==> config.mk <==
export PLATFORM = sky130hd
export DESIGN_NAME = fcd_top
export DESIGN_NICKNAME = d
export VERILOG_FILES = /design/src/verilog/fcd_pkg.sv /design/src/verilog/fcd_decade.sv /design/src/verilog/fcd_decoder.sv /design/src/verilog/fcd_top.sv
export VERILOG_INCLUDE_DIRS = /design/src /design/src/verilog
export SDC_FILE = /design/constraint.sdc
export NUM_CORES = 1
export LEC_CHECK = 0
export BUFFER_PORTS_ARGS = -buffer_cell sky130_fd_sc_hd__buf_2
export CAP_MARGIN = 20
export CORE_MARGIN = 1
export CORE_UTILIZATION = 40
export CTS_BUF_LIST = sky130_fd_sc_hd__clkbuf_16
export DETAILED_ROUTE_END_ITERATION = 8
export GPL_ROUTABILITY_DRIVEN = 0
export GPL_TIMING_DRIVEN = 0
export PLACE_DENSITY = 0.61
export SYNTH_ARGS = -nofsm -noshare
export SYNTH_HDL_FRONTEND = slang
export SYNTH_SLANG_ARGS = --single-unit
==> constraint.sdc <==
create_clock -name i_mclk -period 7.5 [get_ports i_mclk]
set_clock_uncertainty 0.15 [all_clocks]
set_input_delay 2.25 -clock i_mclk [delete_from_list [all_inputs] [get_ports i_mclk]]
set_output_delay 2.25 -clock i_mclk [all_outputs]
set_load 0.05 [all_outputs]
==> src/verilog/fcd_consts.svh <==
`ifndef FCD_CONSTS_SVH
`define FCD_CONSTS_SVH
`define FCD_NUM_DECADES 5
`define FCD_DECADE_MAX 4'h9
`define FCD_OVF_RISE_CNT 4'h8
`define FCD_CLK_HZ 40000000
`define FCD_CYCLES_PER_SEC 5
`define FCD_IDLE_CYCLES (`FCD_CLK_HZ / `FCD_CYCLES_PER_SEC)
`define FCD_DP_SECOND 2'h0
`define FCD_DP_THIRD 2'h1
`define FCD_DP_FOURTH 2'h2
`endif

==> src/verilog/fcd_pkg.sv <==
package fcd_pkg;
   typedef enum logic [1:0] {
      FCD_ST_COUNT = 2'b00,
      FCD_ST_IDLE = 2'b01
   } fcd_state_t;
   typedef struct packed {
      logic reset_pulse;
      logic transfer_pulse;
      logic gate_open;
   } fcd_ctrl_t;
   typedef struct packed {
      logic [9:0] numeral_n;
   } fcd_digit_t;
endpackage

==> src/verilog/fcd_decade.sv <==
`timescale 1ns/100ps
`include "fcd_consts.svh"
module fcd_decade (
   // Clock, reset, enable
   input wire logic i_mclk,
   input wire logic i_sys_rst,
   input wire logic i_ce,
   // Control
   input wire logic i_clear,
   input wire logic i_transfer,
   input wire logic i_pulse,
   // Outputs
   output logic o_carry,
   output logic [3:0] o_latched
);
   logic [3:0] count_q;
   logic [3:0] latch_q;
   logic wrap;
   assign wrap = i_pulse && (count_q == `FCD_DECADE_MAX);
   assign o_carry = wrap;
   assign o_latched = latch_q;

   always_ff @(posedge i_mclk or posedge i_sys_rst) begin
      if (i_sys_rst) begin
         count_q <= 4'h0;
      end else if (i_ce) begin
         if (i_clear) begin
            count_q <= 4'h0;
         end else if (i_pulse) begin
            count_q <= wrap ? 4'h0 : count_q + 4'h1;
         end
      end
   end

   always_ff @(posedge i_mclk or posedge i_sys_rst) begin
      if (i_sys_rst) begin
         latch_q <= 4'h0;
      end else if (i_ce && i_transfer) begin
         latch_q <= count_q;
      end
   end

   carry_once_a: assert property (@(posedge i_mclk) disable iff (i_sys_rst)
      o_carry |-> count_q == 4'h9) else $error("carry without nine");
   hold_value_a: assert property (@(posedge i_mclk) disable iff (i_sys_rst)
      (i_ce && !i_clear && !i_pulse) |=> $stable(count_q))
      else $error("decade moved while idle");
endmodule

==> src/verilog/fcd_decoder.sv <==
`timescale 1ns/100ps
module fcd_decoder (
   // Latched digit
   input wire logic [3:0] i_bcd,
   // Numeral drive
   output fcd_pkg::fcd_digit_t o_digit
);
   import fcd_pkg::*;
   function automatic logic [9:0] one_of_ten(input logic [3:0] v);
      logic [9:0] r;
      r = 10'h3FF;
      if (v <= 4'h9) begin
         r[v] = 1'b0;
      end
      return r;
   endfunction
   assign o_digit.numeral_n = one_of_ten(i_bcd);
   one_low_a: assert property (@(i_bcd)
      (i_bcd > 4'h9) || $onehot(~o_digit.numeral_n))
      else $error("decoder not one-of-ten");
endmodule

==> src/verilog/fcd_top.sv <==
`timescale 1ns/100ps
`include "fcd_consts.svh"
module fcd_top #(
   parameter int NUM_DECADES = `FCD_NUM_DECADES,
   parameter int IDLE_CYCLES = `FCD_IDLE_CYCLES
) (
   // Clock, reset, enable
   input wire logic i_mclk,
   input wire logic i_sys_rst,
   input wire logic i_ce,
   // Mode and signal
   input wire logic i_counter_mode,
   input wire logic i_signal_pulse,
   // Far-side control
   input fcd_pkg::fcd_ctrl_t i_ctrl,
   input wire logic [1:0] i_dp_select,
   // Sample-rate flag and count initiate
   output logic o_sample_rate_q,
   output logic o_count_initiate,
   // Displays
   output fcd_pkg::fcd_digit_t o_lower_digit_displays [NUM_DECADES],
   output logic o_numeral_one_switch,
   output logic o_second_digit_display_dp,
   output logic o_third_digit_display_dp,
   output logic o_fourth_digit_display_dp
);
   import fcd_pkg::*;

   // Refuse sizes the logic cannot serve
   if (NUM_DECADES < 1 || NUM_DECADES > 8) begin : g_bad_decades
      $error("NUM_DECADES out of range");
   end
   if (IDLE_CYCLES < 2) begin : g_bad_idle
      $error("IDLE_CYCLES too small");
   end

   // Decimal point select decode
   function automatic logic dp_hit(input logic [1:0] sel, input logic [1:0] code);
      return sel == code;
   endfunction

   // Count initiator
   fcd_state_t state_q;
   logic [31:0] idle_cnt_q;
   logic idle_done;
   assign idle_done = (idle_cnt_q == 32'(IDLE_CYCLES - 1));

   always_ff @(posedge i_mclk or posedge i_sys_rst) begin
      if (i_sys_rst) begin
         state_q <= FCD_ST_COUNT;
      end else if (i_ce) begin
         unique case (state_q)
            FCD_ST_COUNT: begin
               if (i_ctrl.transfer_pulse) begin
                  state_q <= FCD_ST_IDLE;
               end
            end
            FCD_ST_IDLE: begin
               if (idle_done && i_counter_mode) begin
                  state_q <= FCD_ST_COUNT;
               end
            end
         endcase
      end
   end

   always_ff @(posedge i_mclk or posedge i_sys_rst) begin
      if (i_sys_rst) begin
         idle_cnt_q <= 32'h0;
      end else if (i_ce) begin
         if (state_q == FCD_ST_IDLE && i_counter_mode && !idle_done) begin
            idle_cnt_q <= idle_cnt_q + 32'h1;
         end else begin
            idle_cnt_q <= 32'h0;
         end
      end
   end

   assign o_sample_rate_q = (state_q == FCD_ST_IDLE);
   assign o_count_initiate = (state_q == FCD_ST_IDLE) && idle_done && i_counter_mode && i_ce;

   // Decade chain
   logic gated_pulse;
   logic [NUM_DECADES:0] carry;
   assign gated_pulse = i_signal_pulse && i_ctrl.gate_open;
   assign carry[0] = gated_pulse;

   genvar g;
   generate
      for (g = 0; g < NUM_DECADES; g++) begin : g_dec
         logic [3:0] bcd;
         fcd_decade u_decade (
            .i_mclk(i_mclk),
            .i_sys_rst(i_sys_rst),
            .i_ce(i_ce),
            .i_clear(i_ctrl.reset_pulse),
            .i_transfer(i_ctrl.transfer_pulse),
            .i_pulse(carry[g]),
            .o_carry(carry[g+1]),
            .o_latched(bcd)
         );
         fcd_decoder u_decoder (
            .i_bcd(bcd),
            .o_digit(o_lower_digit_displays[g])
         );
         bcd_range_a: assert property (@(posedge i_mclk) disable iff (i_sys_rst)
            bcd <= `FCD_DECADE_MAX) else $error("latched digit out of range");
         chain_order_a: assert property (@(posedge i_mclk) disable iff (i_sys_rst)
            carry[g+1] |-> carry[g]) else $error("carry without input pulse");
      end
   endgenerate

   // Overflow stage, fed by the last decade carry
   logic [3:0] ovf_cnt_q;
   logic ovf_out;
   logic ovf_out_prev_q;
   logic ovf_flop_q;
   logic ovf_latch_q;
   logic ovf_fall;
   assign ovf_out = (ovf_cnt_q >= `FCD_OVF_RISE_CNT);
   assign ovf_fall = ovf_out_prev_q && !ovf_out;

   always_ff @(posedge i_mclk or posedge i_sys_rst) begin
      if (i_sys_rst) begin
         ovf_cnt_q <= 4'h0;
      end else if (i_ce) begin
         if (i_ctrl.reset_pulse) begin
            ovf_cnt_q <= 4'h0;
         end else if (carry[NUM_DECADES]) begin
            ovf_cnt_q <= (ovf_cnt_q == `FCD_DECADE_MAX) ? 4'h0 : ovf_cnt_q + 4'h1;
         end
      end
   end

   always_ff @(posedge i_mclk or posedge i_sys_rst) begin
      if (i_sys_rst) begin
         ovf_out_prev_q <= 1'b0;
      end else if (i_ce) begin
         ovf_out_prev_q <= i_ctrl.reset_pulse ? 1'b0 : ovf_out;
      end
   end

   always_ff @(posedge i_mclk or posedge i_sys_rst) begin
      if (i_sys_rst) begin
         ovf_flop_q <= 1'b0;
      end else if (i_ce) begin
         if (i_ctrl.reset_pulse) begin
            ovf_flop_q <= 1'b0;
         end else if (ovf_fall) begin
            ovf_flop_q <= 1'b1;
         end
      end
   end

   always_ff @(posedge i_mclk or posedge i_sys_rst) begin
      if (i_sys_rst) begin
         ovf_latch_q <= 1'b0;
      end else if (i_ce) begin
         if (i_ctrl.reset_pulse) begin
            ovf_latch_q <= 1'b0;
         end else if (ovf_flop_q) begin
            ovf_latch_q <= 1'b1;
         end
      end
   end

   assign o_numeral_one_switch = ovf_latch_q;

   // Decimal points
   always_ff @(posedge i_mclk or posedge i_sys_rst) begin
      if (i_sys_rst) begin
         o_second_digit_display_dp <= 1'b0;
         o_third_digit_display_dp <= 1'b0;
         o_fourth_digit_display_dp <= 1'b0;
      end else if (i_ce) begin
         o_second_digit_display_dp <= dp_hit(i_dp_select, `FCD_DP_SECOND);
         o_third_digit_display_dp <= dp_hit(i_dp_select, `FCD_DP_THIRD);
         o_fourth_digit_display_dp <= dp_hit(i_dp_select, `FCD_DP_FOURTH);
      end
   end

   // Checks
   gate_blocks_a: assert property (@(posedge i_mclk) disable iff (i_sys_rst)
      !i_ctrl.gate_open |-> !carry[0]) else $error("pulse passed closed gate");
   rise_no_set_a: assert property (@(posedge i_mclk) disable iff (i_sys_rst)
      (i_ce && !i_ctrl.reset_pulse && !ovf_flop_q && !ovf_fall) |=> !ovf_flop_q)
      else $error("overflow set without fall");
   fall_sets_a: assert property (@(posedge i_mclk) disable iff (i_sys_rst)
      (i_ce && ovf_fall && !i_ctrl.reset_pulse) |=> ovf_flop_q)
      else $error("fall did not set overflow");
   latch_follows_a: assert property (@(posedge i_mclk) disable iff (i_sys_rst)
      (i_ce && ovf_flop_q && !i_ctrl.reset_pulse) |=> o_numeral_one_switch)
      else $error("latch did not follow");
   reset_clears_a: assert property (@(posedge i_mclk) disable iff (i_sys_rst)
      (i_ce && i_ctrl.reset_pulse) |=> !ovf_flop_q && !ovf_latch_q)
      else $error("reset missed overflow");
   transfer_keeps_a: assert property (@(posedge i_mclk) disable iff (i_sys_rst)
      (i_ce && i_ctrl.transfer_pulse && !i_ctrl.reset_pulse && ovf_latch_q) |=> ovf_latch_q)
      else $error("transfer touched overflow");
   blank_low_a: assert property (@(posedge i_mclk) disable iff (i_sys_rst)
      o_numeral_one_switch |-> $past(ovf_flop_q)) else $error("one lit early");
   dp_one_a: assert property (@(posedge i_mclk) disable iff (i_sys_rst)
      $onehot0({o_second_digit_display_dp, o_third_digit_display_dp,
         o_fourth_digit_display_dp})) else $error("two decimal points");
   idle_restart_a: assert property (@(posedge i_mclk) disable iff (i_sys_rst)
      (i_ce && o_count_initiate) |=> !o_sample_rate_q)
      else $error("initiate did not clear flag");
   idle_bound_a: assert property (@(posedge i_mclk) disable iff (i_sys_rst)
      idle_cnt_q <= 32'(IDLE_CYCLES - 1)) else $error("idle count overran");

   // Initiator checks
   idle_enter_a: assert property (@(posedge i_mclk) disable iff (i_sys_rst)
      (i_ce && !o_sample_rate_q && i_ctrl.transfer_pulse) |=> o_sample_rate_q)
      else $error("transfer did not start idle");
   idle_wait_a: assert property (@(posedge i_mclk) disable iff (i_sys_rst)
      (i_ce && o_sample_rate_q && !o_count_initiate) |=> o_sample_rate_q)
      else $error("idle left early");

   count_clear_a: assert property (@(posedge i_mclk) disable iff (i_sys_rst)
      (state_q == FCD_ST_COUNT) |-> idle_cnt_q == 32'h0)
      else $error("idle count live while counting");
   sr_initiate_a: assert property (@(posedge i_mclk) disable iff (i_sys_rst)
      o_count_initiate |-> o_sample_rate_q)
      else $error("initiate outside idle");

   manual_hold_a: assert property (@(posedge i_mclk) disable iff (i_sys_rst)
      (i_ce && !i_counter_mode) |=> idle_cnt_q == 32'h0)
      else $error("idle delay ran outside counter mode");
   manual_quiet_a: assert property (@(posedge i_mclk) disable iff (i_sys_rst)
      !i_counter_mode |-> !o_count_initiate)
      else $error("initiate outside counter mode");

   initiate_pulse_a: assert property (@(posedge i_mclk) disable iff (i_sys_rst)
      o_count_initiate |=> !o_count_initiate)
      else $error("initiate longer than one cycle");
   idle_step_a: assert property (@(posedge i_mclk) disable iff (i_sys_rst)
      (i_ce && o_sample_rate_q && i_counter_mode && !idle_done) |=>
      idle_cnt_q == $past(idle_cnt_q) + 32'h1) else $error("idle delay stalled");

   // Chain entry checks
   entry_gate_a: assert property (@(posedge i_mclk) disable iff (i_sys_rst)
      gated_pulse |-> i_signal_pulse) else $error("pulse invented at gate");
   chain_feed_a: assert property (@(posedge i_mclk) disable iff (i_sys_rst)
      carry[NUM_DECADES] |-> gated_pulse)
      else $error("overflow fed without input");

   // Overflow checks
   ovf_range_a: assert property (@(posedge i_mclk) disable iff (i_sys_rst)
      ovf_cnt_q <= `FCD_DECADE_MAX) else $error("overflow counter out of range");
   ovf_rise_a: assert property (@(posedge i_mclk) disable iff (i_sys_rst)
      $rose(ovf_out) |-> ovf_cnt_q == `FCD_OVF_RISE_CNT)
      else $error("overflow output rose off eight");

   ovf_wrap_a: assert property (@(posedge i_mclk) disable iff (i_sys_rst)
      (i_ce && !i_ctrl.reset_pulse && carry[NUM_DECADES] && ovf_cnt_q == `FCD_DECADE_MAX)
      |=> ovf_cnt_q == 4'h0 && ovf_fall) else $error("tenth carry missed fall");
   ovf_quiet_a: assert property (@(posedge i_mclk) disable iff (i_sys_rst)
      (i_ce && !i_ctrl.reset_pulse && !carry[NUM_DECADES]) |=> $stable(ovf_cnt_q))
      else $error("overflow counter moved alone");

   flop_source_a: assert property (@(posedge i_mclk) disable iff (i_sys_rst)
      $rose(ovf_flop_q) |-> $past(ovf_fall)) else $error("overflow set off fall");
   latch_source_a: assert property (@(posedge i_mclk) disable iff (i_sys_rst)
      $rose(ovf_latch_q) |-> $past(ovf_flop_q))
      else $error("overflow latch set alone");

   flop_hold_a: assert property (@(posedge i_mclk) disable iff (i_sys_rst)
      (i_ce && ovf_flop_q && !i_ctrl.reset_pulse) |=> ovf_flop_q)
      else $error("overflow flop dropped");
   latch_hold_a: assert property (@(posedge i_mclk) disable iff (i_sys_rst)
      (i_ce && ovf_latch_q && !i_ctrl.reset_pulse) |=> ovf_latch_q)
      else $error("overflow latch dropped");

   reset_fall_a: assert property (@(posedge i_mclk) disable iff (i_sys_rst)
      (i_ce && i_ctrl.reset_pulse) |=> !ovf_fall && ovf_cnt_q == 4'h0)
      else $error("reset left overflow stage live");
   reset_blank_a: assert property (@(posedge i_mclk) disable iff (i_sys_rst)
      (i_ce && i_ctrl.reset_pulse) |=> !o_numeral_one_switch)
      else $error("leading digit lit after reset");

   // Enable and decimal point checks
   ce_freeze_a: assert property (@(posedge i_mclk) disable iff (i_sys_rst)
      !i_ce |=> $stable(state_q) && $stable(idle_cnt_q) && $stable(ovf_cnt_q) &&
      $stable(ovf_out_prev_q) && $stable(ovf_flop_q) && $stable(ovf_latch_q) &&
      $stable(o_second_digit_display_dp)) else $error("state moved while frozen");
   dp_follow_a: assert property (@(posedge i_mclk) disable iff (i_sys_rst)
      i_ce |=> {o_second_digit_display_dp, o_third_digit_display_dp, o_fourth_digit_display_dp}
      == $past({dp_hit(i_dp_select, `FCD_DP_SECOND), dp_hit(i_dp_select, `FCD_DP_THIRD),
      dp_hit(i_dp_select, `FCD_DP_FOURTH)})) else $error("decimal point wrong");
   dp_none_a: assert property (@(posedge i_mclk) disable iff (i_sys_rst)
      (i_ce && i_dp_select == 2'h3) |=> !o_second_digit_display_dp &&
      !o_third_digit_display_dp && !o_fourth_digit_display_dp)
      else $error("decimal point without select");

   cov_initiate_c: cover property (@(posedge i_mclk) disable iff (i_sys_rst) o_count_initiate);
   cov_overflow_c: cover property (@(posedge i_mclk) disable iff (i_sys_rst)
      $rose(o_numeral_one_switch));
   cov_chain_c: cover property (@(posedge i_mclk) disable iff (i_sys_rst) carry[NUM_DECADES]);
   cov_dp_c: cover property (@(posedge i_mclk) disable iff (i_sys_rst)
      o_fourth_digit_display_dp);
   cov_restart_c: cover property (@(posedge i_mclk) disable iff (i_sys_rst)
      $fell(o_sample_rate_q));
endmodule

==> implementation parameters, run 1 <==
Parameter                              Value

Worst setup path
  CP delay by family, top ... buffers and inverters
  Worst reg2reg path endpoint ... idle_cnt_q[26]
  Data arrival at the endpoint of the critical path ... 3.36 ns
  Critical Path Start ... i_ce
  Count of cells along the worst register-to-register path ... 6
  Kind of capture point of the worst setup path ... output pin
  Max Fanout on Critical Path ... 10
  Crit path buffers/inverters ... 3
  Data required, critical path ... 5.10 ns
  Peak per-stage delay on the critical path ... 0.40 ns
  Reg-to-reg critical path startpoint ... idle_cnt_q[0]
  Cell Chain, Critical Path ... buf_4 -> clkbuf_1 -> and3_1 -> buf_2
  Worst reg2reg setup slack ... 5.24 ns
  Cell with the largest stage delay on the worst path ... clkbuf_1
  Startpoint types ... input port
  Kind of critical path ... input port to output pin

Clocking
  Clock tree from TritonCTS ... done
  Clock-pin slew of the registers on the worst-case setup and hold paths ... 0.06 ns
  Number of cells upsized or downsized after cts ... 0
  Library cell used as clock root buffer ... clkbuf_16
  Clock buffer depth ... 2
  Clock latency at the later pin of the worst-skew pair ... 0.34 ns
  Cts-stage hold buffer count ... 0
  Clock H-tree levels ... 3
  Post-CTS setup buffer count ... 0
  Clock sink count ... 83
  Clock buffers created by TritonCTS ... 9

Synthesis
  Share of synthesized registers carrying an async set or reset ... 100%
  Cell area after synthesis ... 0.00472 mm^2
  Synth Area per Inst ... 9.29 um^2
  Number of distinct library cells after synthesis ... 49
  Yosys warning count ... 0
  Total nets after synthesis ... 529
  Number of flops mapped to enable cells by yosys ... 0
  Ys flop type ... dfrtp_1
  Post-synthesis instance total ... 508
  Number of flip-flops and latches in the synthesized netlist ... 83
  Fraction of the yosys area taken by sequential cells ... 44.0%

STA
  Share of the cycle needed by the critical path after routing ... 76.8%
  Final Hold Vio Count ... 0
  Total of endpoints with negative setup slack in the final report ... 0
  Post-Route Setup TNS ... 0 ns
  Worst slew margin relative to its limit ... 47.2%
  Time the final worst path needs with I/O delays and setup ... 5.76 ns
  Setup repair after global routing missed its margin ... false
  Max Fclk ... 0.174 GHz
  Pin slew with the least headroom to its limit ... 0.792 ns
  Final slew viol count ... 0

Global route
  First-pass GRT wire length ... 19500 um
  Number of global-route vias before repair ... 3976
  GRT Total Usage ... 19.7%
  Sum of overflow across all layers after global routing ... 0
  Maximum number of pins on one net before global-route repair ... 62
  Antenna violations before repair ... 0

Die
  Starting Density ... 41.1%
  Rows ... 39
  Boundary pin count ... 66
  Core outline area ... 0.0115 mm^2
  Die boundary width ... 111 um
  DIE HEIGHT ... 111 um
  Total Die Area ... 0.0122 mm^2

Power and ir drop
  Power spent charging and discharging nets ... 0.527 mW
  Static power due to leakage ... 2.35 nW
  Maximum resistive drop on vdd ... 0.182 mV
  Combinational share of power ... 29.6%
  Net switching share of the total power ... 38.7%
  Portion of total power attributed to the clock network ... 28.3%
  Share of total power in sequential cells ... 42.1%
  Internal power ... 0.833 mW
  Power per cell area ... 247 mW/mm^2

Routing
  Remaining routing DRC violations ... 0
  Post-detailed-route wirelength per cell ... 15.7 um
  DR vias ... 4146
  Number of detailed-routing iterations run before antenna repair ... 4
  Wire length after detailed routing ... 11500 um
  DR vias/cell ... 5.66
  Antenna-violating nets left ... 0
  Iteration-0 DRC count of the detailed router ... 218

Worst hold path
  Hold WC Path Type ... flip-flop to flip-flop
  Hold Startpoint ... o_second_digit_display_dp
  Hold-critical path endpoint ... o_second_digit_display_dp
  Worst Hold Depth ... 1

Finish
  Number of nets in the layout ... 605
  Utilization after layout ... 48.0%
  Layout area overhead ... 16.6%
  Number of antenna cells inserted ... 0
  Share of post-route cells with drive strength above 1 ... 19.7%

Run
  Total of max-cap violations ... 0

Placed design
  Number of buffers added on ports ... 64
  Detail Placement HPWL ... 8300 um

Status
  Outcome ... completed
-- power by group through the flow --
| stage | combinational (mW) | clock, mW | sequential (mW) |
|---|---|---|---|
| floorplan | 0.314 | 0 | 0.571 |
| global placement | 0.395 | 0 | 0.574 |
| detailed placement | 0.405 | 0 | 0.579 |
| CTS | 0.406 | 0.400 | 0.571 |
| global route | 0.442 | 0.416 | 0.584 |
| finish | 0.403 | 0.385 | 0.572 |
-- logic make-up after synthesis --
family | share of synthesized area, %
xor gates and xnor gates | 2.04
adders and majority gates | 2.92
and+or+nand+nor | 26.8
DFF | 44.0
AOI/OAI and AO/OA | 16.3
buffers and inverters | 4.40
muxes | 3.58
-- flip-flops by register name, summed over array words and instances, names as in the netlist --
register                   count
o_second_digit_display_dp      1
g_dec.u_decade.count_q        20
idle_cnt_q                    32
ovf_flop_q                     1
ovf_cnt_q                      4
o_numeral_one_switch           1
ovf_out_prev_q                 1
g_dec.u_decade.o_latched      20
state_q                        1
o_third_digit_display_dp       1
o_fourth_digit_display_dp      1
-- Yosys cell counts, types with 5 or more instances --
cell	instances	area share, %
and3_1	7	0.93
nand3_1	21	2.2
and4_1	10	1.9
nand2_1	70	5.6
dfrtp_1	83	44
a21oi_1	23	2.4
or3_1	8	1.1
inv_1	16	1.3
buf_2	7	0.74
mux2_2	15	3.6
buf_4	5	0.80
ha_1	11	2.9
clkbuf_1	17	1.4
a22oi_1	14	2.2
o21ai_0	23	2.4
nand4_1	16	2.1
xor2_1	9	1.7
nand2b_1	6	0.80
nor2_1	18	1.4
or4_1	13	2.1
nor2b_1	20	2.7
o31ai_1	20	3.2
o21ai_1	6	0.64
nor3_1	8	0.85
-- area by class of cell --
| cell class | count | area (um^2) |
|---|---|---|
| plain buffers | 30 | 148 |
| clock buffers | 9 | 225 |
| clock inverters | 7 | 27.5 |
| fillers | 1100 | 5970 |
| inverters | 16 | 62.6 |
| multi-input cells | 379 | 2430 |
| flip-flops and latches | 83 | 2080 |
| well taps | 143 | 179 |
| repair buffers | 65 | 348 |
-- placed cells by master, fill, tap and decap left out, drive strengths merged, types with 15 or more instances in the layout --
master / Yosys / layout
o21ai: 29 / 29
nand3: 24 / 24
nor2: 18 / 18
a22oi: 18 / 18
o31ai: 20 / 20
dfrtp: 83 / 83
inv: 16 / 18
mux2: 15 / 15
buf: 13 / 78
clkbuf: 17 / 26
or4: 17 / 17
a21oi: 23 / 23
nor2b: 20 / 20
nand4: 16 / 16
nand2: 70 / 70
-- routing by layer --
layer	global-route usage, %	vias up	share of wire [%]
met3	3.68	17	3.8
met5	0	-	0
met1	24.4	2006	45
met2	33.2	94	50
li1	-	2029	-
met4	8.71	0	1.5
-- how the worst max path moves through the flow --
| stage | end | slack (ns) | cells past startpoint |
|---|---|---|---|
| 6_report | o_count_initiate | 1.74 | 4 |
| 4_1_cts | o_count_initiate | 1.73 | 4 |
| 3_3_place_gp | o_count_initiate | 1.72 | 4 |
| 3_5_place_dp | o_count_initiate | 1.74 | 4 |
| 5_1_grt | o_count_initiate | 1.65 | 4 |
| 2_1_floorplan | o_count_initiate | 1.97 | 3 |
-- per-stage QoR --
stage	hold WS [ns]	area (um^2)	std cells	power [mW]	setup WS [ns]
finish	0.355	5500	732	1.36	1.74
global route	0.377	5500	732	1.44	1.65
CTS	0.361	5500	732	1.38	1.73
detailed placement	0.348	5250	716	0.983	1.74
global placement	0.334	5220	715	0.969	1.72
floorplan	0.327	4720	508	0.884	1.97
Note: power is estimated with default switching activity, not from simulation.
==> run 2: changes to the inputs <==
--- a/config.mk
+++ b/config.mk
@@ -14,7 +14,7 @@
 export DETAILED_ROUTE_END_ITERATION = 8
 export GPL_ROUTABILITY_DRIVEN = 0
 export GPL_TIMING_DRIVEN = 0
-export PLACE_DENSITY = 0.61
+export PLACE_DENSITY = 0.63
 export SYNTH_ARGS = -nofsm -noshare
 export SYNTH_HDL_FRONTEND = slang
 export SYNTH_SLANG_ARGS = --single-unit
==> constraint.sdc (replaced) <==
create_clock -name i_mclk -period 4.77 [get_ports i_mclk]
set_clock_uncertainty 0.15 [all_clocks]
set_input_delay 1.431 -clock i_mclk [delete_from_list [all_inputs] [get_ports i_mclk]]
set_output_delay 1.431 -clock i_mclk [all_outputs]
set_load 0.05 [all_outputs]
==> run 2 against run 1 <==
First-iteration DRC count shrank 45%. Count of clock-buffer cells in the layout is the same. Final cell count unchanged. Final area grew 0.32%. Worst setup slack got worse by 1.1 ns. Combinational power is 58% higher. Utilization is 0.15 points higher. Critical path depth is the same. Via count is 0.87% higher. Register-to-register slack lost 2.8 ns. Sequential power rose by 57%. Sequential share of layout area decreased by 0.12 points. Critical endpoint unchanged. Largest cell class unchanged. Highest routed layer unchanged.
==> implementation parameters, run 2 (same netlist as run 1, synthesis figures left out) <==
Parameter                              Value

Clocking
  Clock H-tree levels ... 3 (unchanged)
  Clock latency at the later pin of the worst-skew pair ... 0.35 ns (was 0.34 ns)
  Cts-stage hold buffer count ... 0 (unchanged)
  Clock tree from TritonCTS ... done (unchanged)
  Clock sink count ... 83 (unchanged)
  Clock buffers created by TritonCTS ... 9 (unchanged)
  Clock buffer depth ... 2 (unchanged)
  Number of cells upsized or downsized after cts ... 0 (unchanged)
  Post-CTS setup buffer count ... 0 (unchanged)
  Clock-pin slew of the registers on the worst-case setup and hold paths ... 0.06 ns (about the same)
  Library cell used as clock root buffer ... clkbuf_16 (unchanged)

Status
  Outcome ... completed (unchanged)

Finish
  Utilization after layout ... 48.1% (was 48.0%)
  Number of standard cells in the layout, taps in and fillers out ... 732 (unchanged)
  Largest register by flop count ... idle_cnt_q (unchanged)
  Layout fillers ... 1093 (was 1100)
  Max reg flops ... 32 (unchanged)
  Number of antenna cells inserted ... 0 (unchanged)
  Layout area overhead ... 16.9% (was 16.6%)
  Share of post-route cells with drive strength above 1 ... 20.5% (was 19.7%)
  Leading cell type in the layout, fill and taps excluded ... dfrtp_1 (unchanged)
  Storage element area ... 0.00208 mm^2 (unchanged)
  Most frequent cells in the layout ... dfrtp_1, buf_2, nand2_1 (unchanged)
  Number of nets in the layout ... 605 (unchanged)
  Area used by multi-input combinational logic ... 0.00243 mm^2 (unchanged)

Global route
  First-pass GRT wire length ... 19800 um (was 19500 um)
  Gr busiest metal ... met2 (unchanged)
  Antenna violations before repair ... 0 (unchanged)
  Global routing usage on met3 ... 4.77% (was 3.68%)
  Maximum number of pins on one net before global-route repair ... 68 (was 62)
  Global-route met1 utilization ... 24.1% (was 24.4%)
  Number of global-route vias before repair ... 4157 (was 3976)
  GR Util met2 ... 34.7% (was 33.2%)
  GRT Total Usage ... 19.9% (was 19.7%)
  Sum of overflow across all layers after global routing ... 0 (unchanged)

Placed design
  # placed instances ... 716 (unchanged)
  Number of buffers added on ports ... 64 (unchanged)
  Detail Placement HPWL ... 8160 um (was 8300 um)

Worst setup path
  Data arrival at the endpoint of the critical path ... 2.50 ns (was 3.36 ns)
  Cell with the largest stage delay on the worst path ... clkbuf_1 (unchanged)
  Startpoint types ... input port (unchanged)
  CP delay by family, top ... buffers and inverters (unchanged)
  Cell Chain, Critical Path ... buf_4 -> clkbuf_1 -> and3_1 -> buf_2 (unchanged)
  Data required, critical path ... 3.19 ns (was 5.10 ns)
  Kind of capture point of the worst setup path ... output pin (unchanged)
  Crit path buffers/inverters ... 3 (unchanged)
  Peak per-stage delay on the critical path ... 0.40 ns (about the same)
  Max Fanout on Critical Path ... 10 (unchanged)
  Kind of critical path ... input port to output pin (unchanged)

STA
  Time the final worst path needs with I/O delays and setup ... 4.08 ns
  Total of endpoints with negative setup slack in the final report ... 0 (unchanged)
  Max Fclk ... 0.245 GHz
  Pin slew with the least headroom to its limit ... 0.840 ns (was 0.792 ns)
  Final Hold Vio Count ... 0 (unchanged)
  Post-Route Setup TNS ... 0 ns (unchanged)
  Worst slew margin relative to its limit ... 44.0% (was 47.2%)
  Share of the cycle needed by the critical path after routing ... 85.6%
  Final slew viol count ... 0 (unchanged)
  Setup repair after global routing missed its margin ... false (unchanged)

Die
  Die boundary width ... 111 um (unchanged)
  Boundary pin count ... 66 (unchanged)
  Rows ... 39 (unchanged)
  Total Die Area ... 0.0122 mm^2 (unchanged)
  DIE HEIGHT ... 111 um (unchanged)
  Core outline area ... 0.0115 mm^2 (unchanged)
  Starting Density ... 41.1% (unchanged)

Power and ir drop
  Share of total power in sequential cells ... 41.2% (was 42.1%)
  Maximum resistive drop on vdd ... 0.310 mV (was 0.182 mV)
  Internal power ... 1.32 mW (was 0.833 mW)
  Combinational share of power ... 29.1% (was 29.6%)
  Portion of total power attributed to the clock network ... 29.6% (was 28.3%)
  Static power due to leakage ... 2.35 nW (about the same)
  Power per cell area ... 395 mW/mm^2 (was 247 mW/mm^2)
  Net switching share of the total power ... 39.4% (was 38.7%)
  Power spent charging and discharging nets ... 0.859 mW (was 0.527 mW)

Routing
  Antenna-violating nets left ... 0 (unchanged)
  Number of detailed-routing iterations run before antenna repair ... 4 (unchanged)
  DR vias/cell ... 5.71 (was 5.66)
  Post-detailed-route wirelength per cell ... 15.8 um (was 15.7 um)
  Wire length after detailed routing ... 11600 um (was 11500 um)
  Iteration-0 DRC count of the detailed router ... 119 (was 218)
  Remaining routing DRC violations ... 0 (unchanged)
  DR vias ... 4182 (was 4146)

Worst hold path
  Hold WC Path Type ... flip-flop to flip-flop (unchanged)

Run
  Total of max-cap violations ... 0 (unchanged)
==> run 2: metal layers <==
metal / part of all wire [%] / routed length, um
met5: 0 / 0
met4: 1.4 / 159
met3: 4.1 / 474
met2: 51 / 5880
met1: 44 / 5070
==> run 2: power groups by stage <==
| stage | logic (mW) | registers, mW | clock network (mW) |
|---|---|---|---|
| after CTS | 0.639 | 0.897 | 0.664 |
| after floorplan | 0.493 | 0.898 | 0 |
| after global routing | 0.697 | 0.915 | 0.690 |
| after global placement | 0.622 | 0.902 | 0 |
| final | 0.635 | 0.898 | 0.645 |
| after detailed placement | 0.639 | 0.909 | 0 |
==> run 2: through the flow <==
stage               instance area (um^2)  hold WS (ns)  power (mW)  setup WS, ns
finish                              5520         0.371        2.18         0.688
global route                        5520         0.403        2.30         0.615
CTS                                 5520         0.380        2.20         0.676
detailed placement                  5250         0.363        1.55         0.683
global placement                    5220         0.344        1.52       -0.0167
floorplan                           4720         0.327        1.39         0.875
==> run 2: area by class of cell <==
cell class	instances	share of cell area (%)
tap	143	3.24
clock buffer	9	4.08
timing repair buffer	65	6.30
inverter	16	1.13
buffer	30	2.68
sequential	83	37.6
multi-input combinational	379	44.1
clock inverter	7	0.816
==> run 2: worst reg2reg max path: stages, from the launching register on <==
cell	delay, ns
dfrtp_1	0.39
ha_1	0.29
and3_1	0.30
nand3_2	0.24
clkbuf_1	0.36
o31ai_1	0.32
a22oi_1	0.10
==> run 2: final timing paths <==
check                      slack (ns)  depth (start not counted)                            to                      from
max in group asynchronous        3.02                          3  g_dec[2].u_decade.count_q[3]                 i_sys_rst
setup reg to reg                 2.47                          6                idle_cnt_q[28]             idle_cnt_q[0]
setup / recovery                 0.69                          4              o_count_initiate                      i_ce
min in group asynchronous        0.85                          2  g_dec[0].u_decade.count_q[0]                 i_sys_rst
hold / removal                   0.37                          2      o_third_digit_display_dp  o_third_digit_display_dp
hold reg to reg                  0.37                          2      o_third_digit_display_dp  o_third_digit_display_dp
